### src/soc_pkg.sv
package soc_pkg;
  localparam int unsigned CLK_HZ         = 20_000_000;
  localparam int unsigned TUNNEL_WAIT_MS = 15000;
  localparam longint unsigned TUNNEL_WAIT_CYC =
    longint'(TUNNEL_WAIT_MS) * longint'(CLK_HZ) / 1000;
  localparam int unsigned VAL_W   = 32;
  localparam int unsigned VAL_SCALE = 10000;
  localparam logic signed [31:0] SCALE_BOUND = 32'sd10240000;
  localparam logic [31:0] USB_ERR_UNDER  = 32'd262073;
  localparam logic [31:0] USB_ERR_OVER   = 32'd262074;
  localparam logic [31:0] USB_ERR_RATE   = 32'd262075;
  localparam logic [31:0] USB_ERR_NOCALC = 32'd262079;
  localparam logic [31:0] USB_ERR_GLOBAL = 32'd262080;
  localparam logic [31:0] ETH_ERR_NOCALC = 32'h07fffff8;
  localparam logic [31:0] ETH_ERR_GLOBAL = 32'h07fffff7;
  localparam logic [7:0] CH_QUOTE = 8'h22;
  localparam logic [7:0] CH_CR    = 8'h0d;
  localparam logic [7:0] CH_LF    = 8'h0a;
  localparam logic [3:0] SW_SRC_RESET = 4'h0;
  localparam logic [2:0] SPAN_RESET   = 3'h0;
  typedef enum logic [3:0] {
    SW_H1_FAULT_A = 4'h0, SW_H1_FAULT_B = 4'h1,
    SW_H2_FAULT_A = 4'h2, SW_H2_FAULT_B = 4'h3,
    SW_H1_DIST = 4'h4, SW_H1_LEVEL = 4'h5, SW_H1_EXPO = 4'h6,
    SW_H1_REFL = 4'h7, SW_H2_DIST = 4'h8, SW_H2_LEVEL = 4'h9,
    SW_H2_EXPO = 4'ha, SW_H2_REFL = 4'hb, SW_COMBINED = 4'hc,
    SW_LOW = 4'hd, SW_HIGH = 4'he
  } soc_sw_src_e;
  typedef enum logic [2:0] {
    SPAN_OFF = 3'h0, SPAN_0_5V = 3'h1, SPAN_0_10V = 3'h2,
    SPAN_PM5V = 3'h3, SPAN_PM10V = 3'h4, SPAN_4_20MA = 3'h5
  } soc_span_e;
endpackage

### src/soc_analog_ch.sv
`timescale 1ns/1ps
`default_nettype none
module soc_analog_ch
  import soc_pkg::*;
(
  input  wire logic              i_core_clk,
  input  wire logic              i_resetn,
  input  wire logic [3:0]        i_source,
  input  wire logic [2:0]        i_span,
  input  wire logic signed [31:0] i_constant_source,
  input  wire logic signed [31:0] i_scale_min,
  input  wire logic signed [31:0] i_scale_max,
  input  wire logic signed [31:0] i_std_min,
  input  wire logic signed [31:0] i_std_max,
  input  wire logic signed [31:0] i_values [9],
  output logic                   o_enable,
  output logic                   o_use_constant_source,
  output logic signed [31:0]     o_sample,
  output logic signed [31:0]     o_lo,
  output logic signed [31:0]     o_hi
);
  logic                next_enable;
  logic                next_use_constant_source;
  logic signed [31:0]  next_sample;
  logic signed [31:0]  next_lo;
  logic signed [31:0]  next_hi;
  logic                two_point;

  always_comb
  begin
    two_point      = !(i_scale_min == 32'sh0 && i_scale_max == 32'sh0);
    next_enable    = (i_span != SPAN_OFF);
    next_use_constant_source = (i_source == 4'h9);
    next_sample    = (i_source <= 4'h8) ? i_values[i_source] : i_constant_source;
    next_lo        = two_point ? i_scale_min : i_std_min;
    next_hi        = two_point ? i_scale_max : i_std_max;
  end

  always_ff @(posedge i_core_clk or negedge i_resetn)
  begin
    if (!i_resetn)
    begin
      o_enable    <= 1'b0;
      o_use_constant_source <= 1'b0;
      o_sample    <= 32'sh0;
      o_lo        <= 32'sh0;
      o_hi        <= 32'sh0;
    end
    else
    begin
      o_enable    <= next_enable;
      o_use_constant_source <= next_use_constant_source;
      o_sample    <= next_sample;
      o_lo        <= next_lo;
      o_hi        <= next_hi;
    end
  end

  a_off_disables: assert property (@(posedge i_core_clk)
    disable iff (!i_resetn) i_span == SPAN_OFF |=> !o_enable)
    else $error("span off kept output");
  a_zero_std: assert property (@(posedge i_core_clk)
    disable iff (!i_resetn)
    (i_scale_min == 0 && i_scale_max == 0) |=> o_lo == $past(i_std_min))
    else $error("zero bounds not standard");
endmodule // soc_analog_ch
`default_nettype wire

### src/soc_config.sv
`timescale 1ns/1ps
`default_nettype none
module soc_config
  import soc_pkg::*;
#(
  parameter longint unsigned TUNNEL_WAIT = TUNNEL_WAIT_CYC
)
(
  input  wire logic               i_core_clk,
  input  wire logic               i_resetn,
  // switching outputs
  input  wire logic [3:0]         i_switch_out_a_source,
  input  wire logic [3:0]         i_switch_out_b_source,
  input  wire logic signed [31:0] i_switch_a_lower,
  input  wire logic signed [31:0] i_switch_a_upper,
  input  wire logic signed [31:0] i_switch_b_lower,
  input  wire logic signed [31:0] i_switch_b_upper,
  input  wire logic [3:0]         i_fault_lines,
  input  wire logic signed [31:0] i_values [9],
  output logic                    o_switch_a,
  output logic                    o_switch_b,
  // analog outputs
  input  wire logic [3:0]         i_analog_a_source,
  input  wire logic [3:0]         i_analog_b_source,
  input  wire logic [2:0]         i_analog_a_span,
  input  wire logic [2:0]         i_analog_b_span,
  input  wire logic signed [31:0] i_analog_a_constant_source,
  input  wire logic signed [31:0] i_analog_b_constant_source,
  input  wire logic signed [31:0] i_analog_a_min,
  input  wire logic signed [31:0] i_analog_a_max,
  input  wire logic signed [31:0] i_analog_b_min,
  input  wire logic signed [31:0] i_analog_b_max,
  input  wire logic signed [31:0] i_measuring_span,
  input  wire logic               i_thickness_mode,
  output logic                    o_analog_a_enable,
  output logic                    o_analog_a_constant_source,
  output logic signed [31:0]      o_analog_a_sample,
  output logic signed [31:0]      o_analog_a_lo,
  output logic signed [31:0]      o_analog_a_hi,
  output logic                    o_analog_b_enable,
  output logic                    o_analog_b_constant_source,
  output logic signed [31:0]      o_analog_b_sample,
  output logic signed [31:0]      o_analog_b_lo,
  output logic signed [31:0]      o_analog_b_hi,
  output logic                    o_scale_bad,
  // tunnel: host byte stream in, head byte stream out
  input  wire logic               i_tun_start,
  input  wire logic               i_tun_head,
  input  wire logic [1:0]         i_head_present,
  input  wire logic               i_host_valid,
  input  wire logic [7:0]         i_host_data,
  input  wire logic               i_host_last,
  output logic                    o_head_valid,
  output logic                    o_head_sel,
  output logic [7:0]              o_head_data,
  input  wire logic               i_reply_valid,
  input  wire logic [7:0]         i_reply_data,
  input  wire logic               i_reply_prompt,
  output logic                    o_resp_valid,
  output logic [7:0]              o_resp_data,
  output logic                    o_resp_done,
  output logic                    o_resp_error,
  output logic                    o_tun_busy,
  // lasers
  input  wire logic [1:0]         i_laser_cmd,
  input  wire logic               i_laser_hw_enable,
  output logic [1:0]              o_laser_on,
  // value stream error codes
  input  wire logic signed [31:0] i_stream_value,
  input  wire logic [4:0]         i_stream_err,
  output logic [31:0]             o_usb_value,
  output logic [31:0]             o_eth_value
);
  typedef enum logic [2:0] {
    TS_IDLE = 3'b000, TS_CMD = 3'b001, TS_CR = 3'b011, TS_LF = 3'b010,
    TS_OPEN = 3'b110, TS_REPLY = 3'b111, TS_CLOSE = 3'b101, TS_ERR = 3'b100
  } soc_tun_e;

  // switching outputs
  logic [3:0]         sw_src [2];
  logic signed [31:0] sw_lo [2];
  logic signed [31:0] sw_hi [2];
  logic [1:0]         next_switch;
  logic [1:0]         switch_q;
  assign sw_src[0] = i_switch_out_a_source;
  assign sw_src[1] = i_switch_out_b_source;
  assign sw_lo[0]  = i_switch_a_lower;
  assign sw_hi[0]  = i_switch_a_upper;
  assign sw_lo[1]  = i_switch_b_lower;
  assign sw_hi[1]  = i_switch_b_upper;

  generate
    for (genvar g = 0; g < 2; g++)
    begin : g_sw
      logic signed [31:0] val;
      always_comb
      begin
        val = 32'sh0;
        next_switch[g] = 1'b0;
        unique case (sw_src[g])
          SW_H1_FAULT_A, SW_H1_FAULT_B, SW_H2_FAULT_A, SW_H2_FAULT_B:
            next_switch[g] = i_fault_lines[sw_src[g][1:0]];
          SW_LOW:  next_switch[g] = 1'b0;
          SW_HIGH: next_switch[g] = 1'b1;
          default:
          begin
            val = (sw_src[g] >= 4'h4 && sw_src[g] <= 4'hc) ?
                  i_values[sw_src[g] - 4'h4] : 32'sh0;
            next_switch[g] = (val < sw_lo[g]) || (val > sw_hi[g]);
          end
        endcase
      end
    end
  endgenerate

  always_ff @(posedge i_core_clk or negedge i_resetn)
  begin
    if (!i_resetn)
      switch_q <= 2'h0;
    else
      switch_q <= next_switch;
  end
  assign o_switch_a = switch_q[0];
  assign o_switch_b = switch_q[1];

  // analog outputs; standard bounds
  logic signed [31:0] std_min [2];
  logic signed [31:0] std_max [2];
  logic [3:0]         an_src [2];
  assign an_src[0] = i_analog_a_source;
  assign an_src[1] = i_analog_b_source;
  generate
    for (genvar g = 0; g < 2; g++)
    begin : g_std
      always_comb
      begin
        if (an_src[g] == 4'h1 || an_src[g] == 4'h5)
        begin
          std_min[g] = 32'sh0;
          std_max[g] = 32'(VAL_SCALE * 100);
        end
        else if (an_src[g] == 4'h8 && i_thickness_mode)
        begin
          std_min[g] = 32'sh0;
          std_max[g] = i_measuring_span <<< 1;
        end
        else
        begin
          std_min[g] = -(i_measuring_span >>> 1);
          std_max[g] = i_measuring_span >>> 1;
        end
      end
    end
  endgenerate

  soc_analog_ch u_an_a (
    .i_core_clk  (i_core_clk),
    .i_resetn    (i_resetn),
    .i_source    (i_analog_a_source),
    .i_span      (i_analog_a_span),
    .i_constant_source     (i_analog_a_constant_source),
    .i_scale_min (i_analog_a_min),
    .i_scale_max (i_analog_a_max),
    .i_std_min   (std_min[0]),
    .i_std_max   (std_max[0]),
    .i_values    (i_values),
    .o_enable    (o_analog_a_enable),
    .o_use_constant_source (o_analog_a_constant_source),
    .o_sample    (o_analog_a_sample),
    .o_lo        (o_analog_a_lo),
    .o_hi        (o_analog_a_hi)
  );
  soc_analog_ch u_an_b (
    .i_core_clk  (i_core_clk),
    .i_resetn    (i_resetn),
    .i_source    (i_analog_b_source),
    .i_span      (i_analog_b_span),
    .i_constant_source     (i_analog_b_constant_source),
    .i_scale_min (i_analog_b_min),
    .i_scale_max (i_analog_b_max),
    .i_std_min   (std_min[1]),
    .i_std_max   (std_max[1]),
    .i_values    (i_values),
    .o_enable    (o_analog_b_enable),
    .o_use_constant_source (o_analog_b_constant_source),
    .o_sample    (o_analog_b_sample),
    .o_lo        (o_analog_b_lo),
    .o_hi        (o_analog_b_hi)
  );

  // bounds out of range flag
  logic next_scale_bad;
  logic scale_bad;
  always_comb
  begin
    next_scale_bad = (i_analog_a_min < -SCALE_BOUND) ||
                     (i_analog_a_max > SCALE_BOUND) ||
                     (i_analog_b_min < -SCALE_BOUND) ||
                     (i_analog_b_max > SCALE_BOUND);
  end
  always_ff @(posedge i_core_clk or negedge i_resetn)
  begin
    if (!i_resetn)
      scale_bad <= 1'b0;
    else
      scale_bad <= next_scale_bad;
  end
  assign o_scale_bad = scale_bad;

  // tunnel
  soc_tun_e        st;
  soc_tun_e        next_st;
  logic            head;
  logic            next_head;
  logic [31:0]     wait_cnt;
  logic [31:0]     next_wait_cnt;
  logic            next_head_valid;
  logic [7:0]      next_head_data;
  logic            next_resp_valid;
  logic [7:0]      next_resp_data;
  logic            next_resp_done;
  logic            next_resp_error;

  always_comb
  begin
    next_st         = st;
    next_head       = head;
    next_wait_cnt   = wait_cnt;
    next_head_valid = 1'b0;
    next_head_data  = o_head_data;
    next_resp_valid = 1'b0;
    next_resp_data  = o_resp_data;
    next_resp_done  = 1'b0;
    next_resp_error = 1'b0;
    unique case (st)
      TS_IDLE:
        if (i_tun_start)
        begin
          next_head = i_tun_head;
          if (!i_head_present[i_tun_head])
            next_st = TS_ERR;
          else
            next_st = TS_CMD;
        end
      TS_CMD:
        if (i_host_valid)
        begin
          if (i_host_data != CH_QUOTE)
          begin
            next_head_valid = 1'b1;
            next_head_data  = i_host_data;
          end
          if (i_host_last)
            next_st = TS_CR;
        end
      TS_CR:
      begin
        next_head_valid = 1'b1;
        next_head_data  = CH_CR;
        next_st         = TS_LF;
      end
      TS_LF:
      begin
        next_head_valid = 1'b1;
        next_head_data  = CH_LF;
        next_st         = TS_OPEN;
      end
      TS_OPEN:
      begin
        next_resp_valid = 1'b1;
        next_resp_data  = CH_QUOTE;
        next_wait_cnt   = 32'h0;
        next_st         = TS_REPLY;
      end
      TS_REPLY:
        if (i_reply_prompt)
          next_st = TS_CLOSE;
        else if (i_reply_valid)
        begin
          next_resp_valid = 1'b1;
          next_resp_data  = i_reply_data;
        end
        else if (64'(wait_cnt) >= TUNNEL_WAIT - 64'h1)
          next_st = TS_ERR;
        else
          next_wait_cnt = wait_cnt + 32'h1;
      TS_CLOSE:
      begin
        next_resp_valid = 1'b1;
        next_resp_data  = CH_QUOTE;
        next_resp_done  = 1'b1;
        next_st         = TS_IDLE;
      end
      TS_ERR:
      begin
        next_resp_error = 1'b1;
        next_resp_done  = 1'b1;
        next_st         = TS_IDLE;
      end
    endcase
  end

  always_ff @(posedge i_core_clk or negedge i_resetn)
  begin
    if (!i_resetn)
    begin
      st           <= TS_IDLE;
      head         <= 1'b0;
      wait_cnt     <= 32'h0;
      o_head_valid <= 1'b0;
      o_head_data  <= 8'h0;
      o_resp_valid <= 1'b0;
      o_resp_data  <= 8'h0;
      o_resp_done  <= 1'b0;
      o_resp_error <= 1'b0;
    end
    else
    begin
      st           <= next_st;
      head         <= next_head;
      wait_cnt     <= next_wait_cnt;
      o_head_valid <= next_head_valid;
      o_head_data  <= next_head_data;
      o_resp_valid <= next_resp_valid;
      o_resp_data  <= next_resp_data;
      o_resp_done  <= next_resp_done;
      o_resp_error <= next_resp_error;
    end
  end
  assign o_head_sel = head;
  assign o_tun_busy = (st != TS_IDLE);

  // lasers and stream codes
  logic [1:0]  next_laser;
  logic [1:0]  laser_q;
  logic [31:0] next_usb;
  logic [31:0] next_eth;
  always_comb
  begin
    next_laser = i_laser_cmd & {2{i_laser_hw_enable}};
    next_usb = 32'(i_stream_value);
    if (i_stream_err[4])      next_usb = USB_ERR_GLOBAL;
    else if (i_stream_err[3]) next_usb = USB_ERR_NOCALC;
    else if (i_stream_err[2]) next_usb = USB_ERR_RATE;
    else if (i_stream_err[1]) next_usb = USB_ERR_OVER;
    else if (i_stream_err[0]) next_usb = USB_ERR_UNDER;
    next_eth = 32'(i_stream_value);
    if (i_stream_err[4])      next_eth = ETH_ERR_GLOBAL;
    else if (i_stream_err[3]) next_eth = ETH_ERR_NOCALC;
  end
  always_ff @(posedge i_core_clk or negedge i_resetn)
  begin
    if (!i_resetn)
    begin
      laser_q     <= 2'h0;
      o_usb_value <= 32'h0;
      o_eth_value <= 32'h0;
    end
    else
    begin
      laser_q     <= next_laser;
      o_usb_value <= next_usb;
      o_eth_value <= next_eth;
    end
  end
  assign o_laser_on = laser_q;

  a_switch_high: assert property (@(posedge i_core_clk)
    disable iff (!i_resetn) i_switch_out_b_source == SW_HIGH |=> o_switch_b)
    else $error("high lost");
  a_switch_range: assert property (@(posedge i_core_clk)
    disable iff (!i_resetn) i_switch_out_a_source == SW_H1_DIST &&
    (i_values[0] < i_switch_a_lower || i_values[0] > i_switch_a_upper)
    |=> o_switch_a) else $error("out of limits not flagged");
  a_laser_gate: assert property (@(posedge i_core_clk)
    disable iff (!i_resetn) !i_laser_hw_enable |=> o_laser_on == 2'h0)
    else $error("laser without enable");
  a_no_head_err: assert property (@(posedge i_core_clk)
    disable iff (!i_resetn)
    (st == TS_IDLE && i_tun_start && !i_head_present[i_tun_head])
    |=> ##1 o_resp_error) else $error("missing head not refused");
  a_crlf_order: assert property (@(posedge i_core_clk)
    disable iff (!i_resetn)
    st == TS_CR |=> o_head_data == CH_CR ##1 o_head_data == CH_LF)
    else $error("crlf missing");
  a_usb_global: assert property (@(posedge i_core_clk)
    disable iff (!i_resetn) i_stream_err[4] |=> o_usb_value == USB_ERR_GLOBAL)
    else $error("usb code");
  a_eth_nocalc: assert property (@(posedge i_core_clk)
    disable iff (!i_resetn)
    i_stream_err[4:3] == 2'b01 |=> o_eth_value == ETH_ERR_NOCALC)
    else $error("eth code");
  a_reply_wrap: assert property (@(posedge i_core_clk)
    disable iff (!i_resetn)
    st == TS_CLOSE |=> o_resp_valid && o_resp_data == CH_QUOTE && o_resp_done)
    else $error("closing quote missing");
  a_wait_bound: assert property (@(posedge i_core_clk)
    disable iff (!i_resetn) st == TS_REPLY |-> 64'(wait_cnt) < TUNNEL_WAIT)
    else $error("timeout late");
endmodule // soc_config
`default_nettype wire

### config.mk
export PLATFORM = sky130hd
export DESIGN_NAME = soc_config
export DESIGN_NICKNAME = d
export VERILOG_FILES = /design/src/soc_pkg.sv /design/src/soc_analog_ch.sv /design/src/soc_config.sv
export SDC_FILE = /design/constraint.sdc
export NUM_CORES = 1
export LEC_CHECK = 0
export BUFFER_PORTS_ARGS = -buffer_cell sky130_fd_sc_hd__buf_2
export CORE_AREA = 4 4 396 398
export CTS_BUF_LIST = sky130_fd_sc_hd__clkbuf_8
export DETAILED_ROUTE_END_ITERATION = 8
export DIE_AREA = 0 0 400 402
export MAX_ROUTING_LAYER = met4
export PLACE_DENSITY_LB_ADDON = 0.2
export SLEW_MARGIN = 5
export SYNTH_ARGS = -nofsm -noshare
export SYNTH_HDL_FRONTEND = slang
export SYNTH_SLANG_ARGS = --single-unit
### constraint.sdc
create_clock -name i_core_clk -period 2.9 [get_ports i_core_clk]
set_input_delay 0.145 -clock i_core_clk [delete_from_list [all_inputs] [get_ports i_core_clk]]
set_output_delay 0.145 -clock i_core_clk [all_outputs]
set_load 0.005 [all_outputs]
After elaboration in Yosys (flattened, before gate mapping) --
Cells that the tools add are included.
Word-level totals: word-level logic and storage cells 196, output and inout bits 287, flip-flop bits (word level) 321, input bits 733
Cells by class: equality and inequality tests 36, add/sub/neg operators 4, magnitude comparators 22, reductions and logical operators 36, bitwise operators 5, multiplexer cells 69
Operators with widths (number):
- $mux W32 | 34
- $bmux W32 S4 | 4
- $logic_not A32 Y1 | 4
- $gt A32 B25 Y1 const B | 2
- $gt A32 B32 Y1 | 2
- $lt A32 B25 Y1 const B | 2
- $lt A32 B32 Y1 | 2
- $pmux W32 S2 | 1
- $add A32 B1 Y32 const B | 1
- $eq A4 B4 Y1 const B | 8
- $ge A32 B29 Y1 const B | 1
- $mux W8 | 4
- $neg A31 Y32 | 1
- $pmux W8 S3 | 1
- $mux W3 | 7
- $pmux W3 S7 | 1
- $ge A5 B5 Y1 const B | 4
- $not A4 Y5 | 4
- $eq A4 B1 Y1 const B | 4
- $eq A4 B2 Y1 const B | 4
- $le A4 B4 Y1 const B | 4
- $ne A2 B2 Y1 const B | 8
- $pmux W8 S2 | 1
- $eq A3 B3 Y1 const B | 4
- other kinds (26) | 64

Longest topological paths before layout --
Gate-level depths: netlist of run 1.
depth in word-level cells 9, depth in mapped cells 17, mapped depth without buffers 14

By module --
Synthesis of run 1 repeated with hierarchy kept, for this count alone.
Second synthesis, totals: cells, all modules 2637, area, all modules 26058.7 um2
Modules (own cells, without submodules):
- soc_config | cells each 1875, times used 1, area an instance 15128.3 um2, seq. area each 3128.0 um2
- soc_analog_ch | cells each 381, times used 2, area an instance 5465.2 um2, seq. area each 2452.4 um2

Least setup slack after synthesis of run 1 --
No wires, ideal clock.
path kind in2reg, start input port i_switch_out_a_source[2], end register switch_q[0], slack -1194 ps, arrival time 3999 ps, stages on the path 16, path buffers 3, data required time 2805 ps, setup time 95 ps, cells stage by stage clkbuf_1 clkinv_1 clkbuf_1 ha_1 nor4b_1 clkbuf_1 a21oi_1 nor2_1 ha_1 a211oi_1 nor2_1 a2111oi_0 nor2_1 or4_1 o31a_1 o31ai_1
On the way: word-level cells in the longest chain between the ends 9, elaborated cells between the ends (all ways) 20, classes of those cells 1 x add/sub; 4 x order compare; 5 x eq/ne; 5 x mux; 1 x bitwise; 4 x reduce/logical
Ends and longest elaborated chain:
- start, declared | RTL line soc_config.sv:12 | input wire logic [3:0] i_switch_out_a_source,
- $sub A4 B3 Y4 | RTL line soc_config.sv:108 | i_values[sw_src[g] - 4'h4] : 32'sh0;
- $not A4 Y5 (implied by the code) | RTL line soc_config.sv:108
- $bmux W32 S4 | RTL line soc_config.sv:108
- $mux W32 (implied by the code) (2 in series) | RTL line soc_config.sv:108
- $mux W32 | RTL line soc_config.sv:107 | val = (sw_src[g] >= 4'h4 && sw_src[g] <= 4'hc) ?
- $lt A32 B32 Y1 or $gt A32 B32 Y1 (tied branches) | RTL line soc_config.sv:109 | next_switch[g] = (val < sw_lo[g]) || (val > sw_hi[g]);
- $logic_or A1 B1 Y1 | RTL line soc_config.sv:109
- $pmux W1 S3 * | RTL line soc_config.sv:100 | unique case (sw_src[g])
- via next_switch[0] | RTL line soc_config.sv:83 | logic [1:0] next_switch;
- end signal, assigned | RTL line soc_config.sv:121 | switch_q <= next_switch;
- end, declared | RTL line soc_config.sv:84 | logic [1:0] switch_q;
Mark *: on every way through the listed nets, which the timed path passes. The rest lies on a longest branch. The select of a mux whose other input is x is not followed. A chain may end at the register's enable or synchronous reset.

Worst setup path in the final report of run 1 --
start input port i_analog_b_min[1], end register u_an_b.o_hi[3]
On the way: word-level cells in the longest chain between the ends 3
Ends and longest elaborated chain:
- start, declared | RTL line soc_config.sv:31 | input wire logic signed [31:0] i_analog_b_min,
- $logic_not A32 Y1 | RTL line soc_analog_ch.sv:31 | two_point = !(i_scale_min == 32'sh0 && i_scale_max == 32'sh0);
- $logic_and A1 B1 Y1 | RTL line soc_analog_ch.sv:31
- $mux W32 | RTL line soc_analog_ch.sv:36 | next_hi = two_point ? i_scale_max : i_std_max;
- via u_an_b.next_hi[3] | RTL line soc_analog_ch.sv:26 | logic signed [31:0] next_hi;
- end signal, assigned | RTL line soc_analog_ch.sv:55 | o_hi <= next_hi;
- end, declared | RTL line soc_analog_ch.sv:20 | output logic signed [31:0] o_hi
The timed path passes the listed nets, and every way through them passes these cells.

==> results.json, run 1 <==
{
  "chipWidth_um": 400,
  "io_pins": 1020,
  "drive_gt1_share_pct": 42.4,
  "synth-edff-count": 0,
  "setup-violations-final": 4,
  "worst_pin_slew_ns": 1.00,
  "status": "finished, violations left",
  "postSynthNetCount": 3307,
  "cts_buffer_depth": 3,
  "grt-ovfl-total": 0,
  "nNetsFinal": 5089,
  "final.setup.tns_ns": -0.175,
  "floorplan.die_area_um2": 161000,
  "worst_setup_hold_path_clk_slew_ns": 0.05,
  "max-cap-violations": 0,
  "ys_dominant_reg_cell": "dfrtp_1",
  "finalCoreUtilization_pct": 27.7,
  "routed_wire_length_per_instance_um": 29.0,
  "ys_top_cells_by_count": "321 x dfrtp_1, 258 x mux4_2, 246 x nand2_1",
  "holdCritPathClass": "primary input to flip-flop",
  "layout.filler_cells": 16600,
  "tritoncts_clock_tree": "yes",
  "via_per_inst": 4.62,
  "endpoint_required_time_on_the_critical_path_ns": 3.54,
  "register_area_um2": 8030,
  "synth_cells": 2440,
  "setup.worst_path.class": "primary input to flip-flop",
  "number_of_antenna_violations_at_the_first_check_in_global_routing": 73,
  "power.ir.vdd_worst_mv": 0.267,
  "post-route-period-util_pct": 104,
  "synth_top_cells_by_area": "dfrtp_1 32%, mux4_2 23%, ha_1 6.6%",
  "synth-seq-cells": 321,
  "gp_congestion": 0.927,
  "critPathCaptureType": "flip-flop",
  "antenna_violating_nets_post_route": 0,
  "drt_wl_total_um": 185000,
  "worstPathArrival_ns": 3.64,
  "avgSynthCellArea_um2": 10.4,
  "hold_viol_final": 0,
  "clock_tree.root_cell": "clkbuf_8",
  "first_global_vias": 31000,
  "route.detailed.drc": 0,
  "clock_latency_ns": 0.69,
  "finClkSkew_ns": 0.0194,
  "yosysUniqueCellTypes": 68,
  "fin_hold_ws_ns": 0.119,
  "initial_utilization_pct": 16.5,
  "num_vias": 29500,
  "setup.worst_path.start_class": "primary input",
  "drt_first_pass_iters": 5,
  "htreeDepth": 3,
  "rsz0062_at_grt": "yes",
  "placement_rows": 144,
  "grt_max_degree": 53,
  "drtIter0Drc": 2135,
  "die_y_um": 402,
  "powerDensity_nw_per_um2": 397,
  "violations_in_the_final_reports": "setup timing",
  "detailedPlacementHpwl_um": 152000,
  "ys_seq_area_share_pct": 31.8,
  "yosysWarningCount": 0,
  "async_flop_share_pct": 100,
  "tritoncts_num_sinks": 321,
  "fin_total_pwr_mw": 16.8,
  "crit_fanout": 24,
  "port_buffers": 1019,
  "slew_violations": 0,
  "min_period_ns": 3.00,
  "max-slew-margin-rel_pct": 32.5,
  "synth_top_cell_area_share_pct": 31.8,
  "cts_inserted_buffers": 70,
  "library_cell_with_the_largest_summed_area_after_synthesis": "dfrtp_1",
  "post-synth-top-count-cell": "dfrtp_1",
  "max_clock_freq_ghz": 0.333,
  "multi_input_area_um2": 16300,
  "synthesis.area_um2": 25300,
  "leakagePower_nw": 19.8,
  "layout-area-overhead-vs-synth_pct": 68.0,
  "design.core.area_um2": 153000,
  "setup_slack_ns": -0.103,
  "grt_usage_pct": 22.8,
  "grt_pass1_wl_um": 248000
}
through the flow:
stage                     worst slack [ns]  std cells  cell area (µm²)
after detailed placement             -1.31       5688            35500
after global routing               -0.0503       6361            42400
after floorplan                     -0.346       2440            25500
after CTS                          0.00468       6318            42100
after global placement               -1.33       5688            35500
final                               -0.103       6374            42500
per-layer routing:
layer / share of wire (%) / GRT usage (%) / vias up
met4: 5.5 / 11.2 / 0
met3: 6.3 / 3.97 / 366
li1: - / - / 12800
met5: 0 / - / -
met2: 49 / 37.8 / 1353
met1: 39 / 26.5 / 14900
power by group:
group	total, mW	switching, mW	internal [mW]
Sequential	5.09	0.216	4.87
Clock	5.49	2.52	2.98
Combinational	6.26	3.27	2.99
Total	16.8	6.00	10.8
timing repair:
item	4_1_cts	5_1_grt
setup buffers	0	2
resized for setup	9	33
setup endpoints to repair	1	46
hold buffers	504	0
pin swaps	0	3
endpoints found under the hold margin	606	0
final cells by class:
class                           count  area share (%)
Tap cell                         2044            6.02
Inverter                          153            1.37
Clock buffer                       81            2.63
Sequential cell                   321            18.9
Timing Repair Buffer             1887            31.6
Multi-Input combinational cell   1789            38.3
Antenna cell                       54           0.318
Clock inverter                     45           0.896
flip-flops by register name, indices dropped and copies added, names as in the netlist, 2 cells and up, named ones only:
register	cells
o_usb_value	32
u_an_b.o_lo	32
o_laser_on	2
u_an_b.o_hi	32
u_an_a.o_sample	32
u_an_b.o_sample	32
st	2
wait_cnt	32
o_head_data	8
o_resp_data	8
o_eth_value	32
u_an_a.o_hi	32
switch_q	2
u_an_a.o_lo	32
placed cells by master (no fill, tap or decap), types with 8 or more instances in the layout:
master / instances
nand4_1: 38
diode_2: 54
and2_1: 12
buf_4: 331
inv_1: 170
dlygate4sd3_1: 503
dfrtp_1: 321
a21oi_1: 108
o21ai_0: 107
or4_1: 11
nand3_1: 44
o21bai_1: 49
ha_1: 132
and4_1: 8
or3_1: 26
nand2b_1: 21
and3_1: 27
xnor2_1: 23
buf_2: 1008
nor3_1: 20
nand2_1: 246
clkbuf_8: 81
mux4_2: 258
a22oi_1: 96
mux2i_1: 118
nor2b_1: 11
nor4_1: 36
buf_12: 35
xor2_1: 31
a21o_1: 90
clkinv_2: 14
nor2_1: 146
worst paths after layout:
kind                                           from  slack [ns]  cells past startpoint                           end
min in group asynchronous                  i_resetn        0.51                      3  u_an_b.o_use_constant_source
min                        i_switch_out_a_source[0]        0.12                      5                   switch_q[0]
max in group asynchronous                  i_resetn        1.72                      4               u_an_a.o_lo[22]
max                               i_analog_b_min[1]       -0.10                     11                u_an_b.o_hi[3]
max reg2reg                            wait_cnt[14]        0.29                      8                         st[0]
min reg2reg                            wait_cnt[31]        0.50                      1                  wait_cnt[31]
worst max-delay path, stage by stage:
cell	delay (ns)
dlygate4sd3_1	0.57
buf_2	0.16
nor4_1	0.53
nand4_1	0.39
nor2_1	0.17
and4_1	0.24
nand2_1	0.11
buf_4	0.29
o21bai_1	0.26
dlygate4sd3_1	0.62
buf_4	0.15
cells by family (layout without fill, tap and decap cells):
kind of cell	Yosys count	after routing	synth area share [%]
other cells	0	54	0
fa+ha+maj	134	134	6.63
xor+xnor	55	55	1.91
buf+inv	330	2166	4.99
mux	378	378	27.7
compound gates	526	526	13.6
simple gates	696	696	13.4
flops	321	321	31.8
Power figures use the tool's default switching activity.
==> run 2: changes to the inputs <==
--- a/config.mk
+++ b/config.mk
@@ -8,6 +8,5 @@
 export BUFFER_PORTS_ARGS = -buffer_cell sky130_fd_sc_hd__buf_2
-export CORE_AREA = 4 4 396 398
-export CTS_BUF_LIST = sky130_fd_sc_hd__clkbuf_8
+export CORE_AREA = 4 4 400 402
 export DETAILED_ROUTE_END_ITERATION = 8
-export DIE_AREA = 0 0 400 402
+export DIE_AREA = 0 0 404 406
 export MAX_ROUTING_LAYER = met4
==> constraint.sdc (replaced) <==
create_clock -name i_core_clk -period 2.9 [get_ports i_core_clk]
set_input_delay 0.29 -clock i_core_clk [delete_from_list [all_inputs] [get_ports i_core_clk]]
set_output_delay 0.29 -clock i_core_clk [all_outputs]
set_load 0.005 [all_outputs]
==> run 2 against run 1 <==
- the run still ends with setup timing left
- global-route usage down 0.55 points
- setup slack worse by 0.063 ns
- first-iteration DRC count rose by 12%
- wire length about the same
- die area rose by 2.0%
- sequential power about the same
- final area decreased by 3.3%
- highest routed layer unchanged
- power is 1.3% higher
- clock power rose by 9.3%
- final cell count is 2.7% lower
- utilization is 1.4 points lower
- via count decreased by 3.3%
==> results.json, run 2 (synthesized netlist as in run 1, its figures left out) <==
{
  "hold_path_depth": 2,
  "max-cap-violations": 0,
  "setup_slack_ns": -0.166,
  "via_per_inst": 4.59,
  "grt_pass1_wl_um": 247000,
  "hold_ep": "o_eth_value[22]",
  "status": "finished, violations left",
  "final_common_cell": "buf_2",
  "layout-area-overhead-vs-synth_pct": 62.4,
  "leakagePower_nw": 19.2,
  "clock_tree.root_cell": "clkbuf_16",
  "finalCoreUtilization_pct": 26.3,
  "worst_pin_slew_ns": 1.05,
  "tritoncts_num_sinks": 321,
  "fin_hold_ws_ns": 0.0454,
  "worstPathArrival_ns": 3.59,
  "slowest_stage": "or4_4",
  "regToRegSetupSlack_ns": 0.49,
  "detailedPlacementHpwl_um": 154000,
  "length_in_cells_of_the_worst_reg_to_reg_path": 8,
  "slew_violations": 0,
  "timing.hold.worst.start": "i_stream_err[3]",
  "floorplan.die_area_um2": 164000,
  "min_period_ns": 3.07,
  "nNetsFinal": 4920,
  "grt_usage_pct": 22.2,
  "first_global_vias": 29800,
  "setup-violations-final": 1,
  "drt_wl_total_um": 185000,
  "dp_cells": 5779,
  "r2r-start": "wait_cnt[14]",
  "routed_wire_length_per_instance_um": 29.8,
  "path_common_cell": "buf_4",
  "io_pins": 1020,
  "number_of_antenna_violations_at_the_first_check_in_global_routing": 94,
  "critical_path.max_stage_delay_ns": 0.55,
  "htreeDepth": 2,
  "drtIter0Drc": 2399,
  "powerDensity_nw_per_um2": 416,
  "violations_in_the_final_reports": "setup timing",
  "layout.filler_cells": 17000,
  "cts_buffer_depth": 3,
  "setup.worst_path.class": "primary input to flip-flop",
  "max_clock_freq_ghz": 0.326,
  "critPathCaptureType": "flip-flop",
  "cp_cell_sequence": "buf_16, buf_12, buf_4, mux4_2, nand2_1, a21oi_1, a21oi_1, buf_4, nor2_1, buf_4, ha_1, a211oi_1, a21oi_2, or4_4, o31a_1, o31ai_1",
  "design.core.area_um2": 156000,
  "detailedPlace.worstSlack_ns": -1.14,
  "cts_inserted_buffers": 46,
  "drt_first_pass_iters": 5,
  "power.ir.vdd_worst_mv": 0.374,
  "antenna_violating_nets_post_route": 0,
  "setup.worst_path.start_class": "primary input",
  "initial_utilization_pct": 16.2,
  "grt-ovfl-total": 0,
  "drive_gt1_share_pct": 46.5,
  "rsz0062_at_grt": "yes",
  "die_y_um": 406,
  "layout_common_cells": "1008 x buf_2, 413 x buf_4, 321 x dfrtp_1",
  "clock_latency_ns": 0.62,
  "worst_setup_hold_path_clk_slew_ns": 0.06,
  "hold_viol_final": 0,
  "finClkSkew_ns": 0.0252,
  "port_buffers": 1019,
  "placement_rows": 145,
  "num_vias": 28500,
  "worst_r2r_endpoint": "wait_cnt[11]",
  "endpoint_required_time_on_the_critical_path_ns": 3.42,
  "max-slew-margin-rel_pct": 29.8,
  "crit_fanout": 8,
  "tritoncts_clock_tree": "yes",
  "gp_congestion": 0.935,
  "fin_total_pwr_mw": 17.1,
  "holdCritPathClass": "primary input to flip-flop",
  "grt_max_degree": 88,
  "chipWidth_um": 404,
  "instances_no_fill": 6199,
  "post-route-period-util_pct": 106,
  "route.detailed.drc": 0
}
[run 2: layout make-up]
cell class / count / area, µm² / area share, %
timing repair buffer: 1742 / 11800 / 28.8
sequential: 321 / 8030 / 19.6
clock buffer: 63 / 1350 / 3.28
clock inverter: 22 / 231 / 0.564
multi-input combinational: 1789 / 16300 / 39.7
antenna: 51 / 128 / 0.311
tap: 2058 / 2570 / 6.27
inverter: 153 / 584 / 1.42
[run 2: critical path: cells and delay by family]
family / cells / cell delay [ns]
muxes: 1 / 0.49
AOI/OAI and AO/OA: 6 / 1.13
adders and majority gates: 1 / 0.18
buffers and inverters: 5 / 0.78
and+or+nand+nor: 3 / 0.70
[run 2: worst max-delay path by stage]
stage | startpoint | endpoint | cells past startpoint
4_1_cts | i_switch_out_a_source[0] | switch_q[0] | 16
3_5_place_dp | i_switch_out_a_source[0] | switch_q[0] | 15
6_report | i_switch_out_a_source[0] | switch_q[0] | 16
3_3_place_gp | i_switch_out_a_source[0] | switch_q[0] | 15
5_1_grt | i_switch_out_a_source[0] | switch_q[0] | 17
2_1_floorplan | i_switch_out_a_source[2] | switch_q[0] | 16
[run 2: repair_timing]
action                                  in CTS  in global routing
endpoints found under the setup margin       2                  5
hold endpoints to repair                   340                  0
cloned                                       1                  1
hold buffers                               269                  0
pin swaps                                    3                 19
setup buffers                                2                 11
gates resized for setup                     31                 59
[run 2: report_power, final]
group	internal [mW]	switching, mW
Clock	3.39	2.61
Combinational	2.77	3.20
Sequential	4.87	0.220
Total	11.0	6.03
[run 2: stage by stage]
step	setup TNS [ns]	cell area [µm²]
finish	-0.166	41000
floorplan	-0.533	25600
CTS	-0.0799	40500
detailed placement	-1.94	36100
global placement	-1.88	36100
global route	-0.233	41000
[run 2: routing by layer]
metal / part of all wire, % / global-route usage, % / wire length [µm]
met1: 40 / 26.0 / 73400
met5: 0 / - / 0
met2: 50 / 38.0 / 91700
met4: 3.9 / 7.68 / 7190
met3: 6.6 / 4.32 / 12200
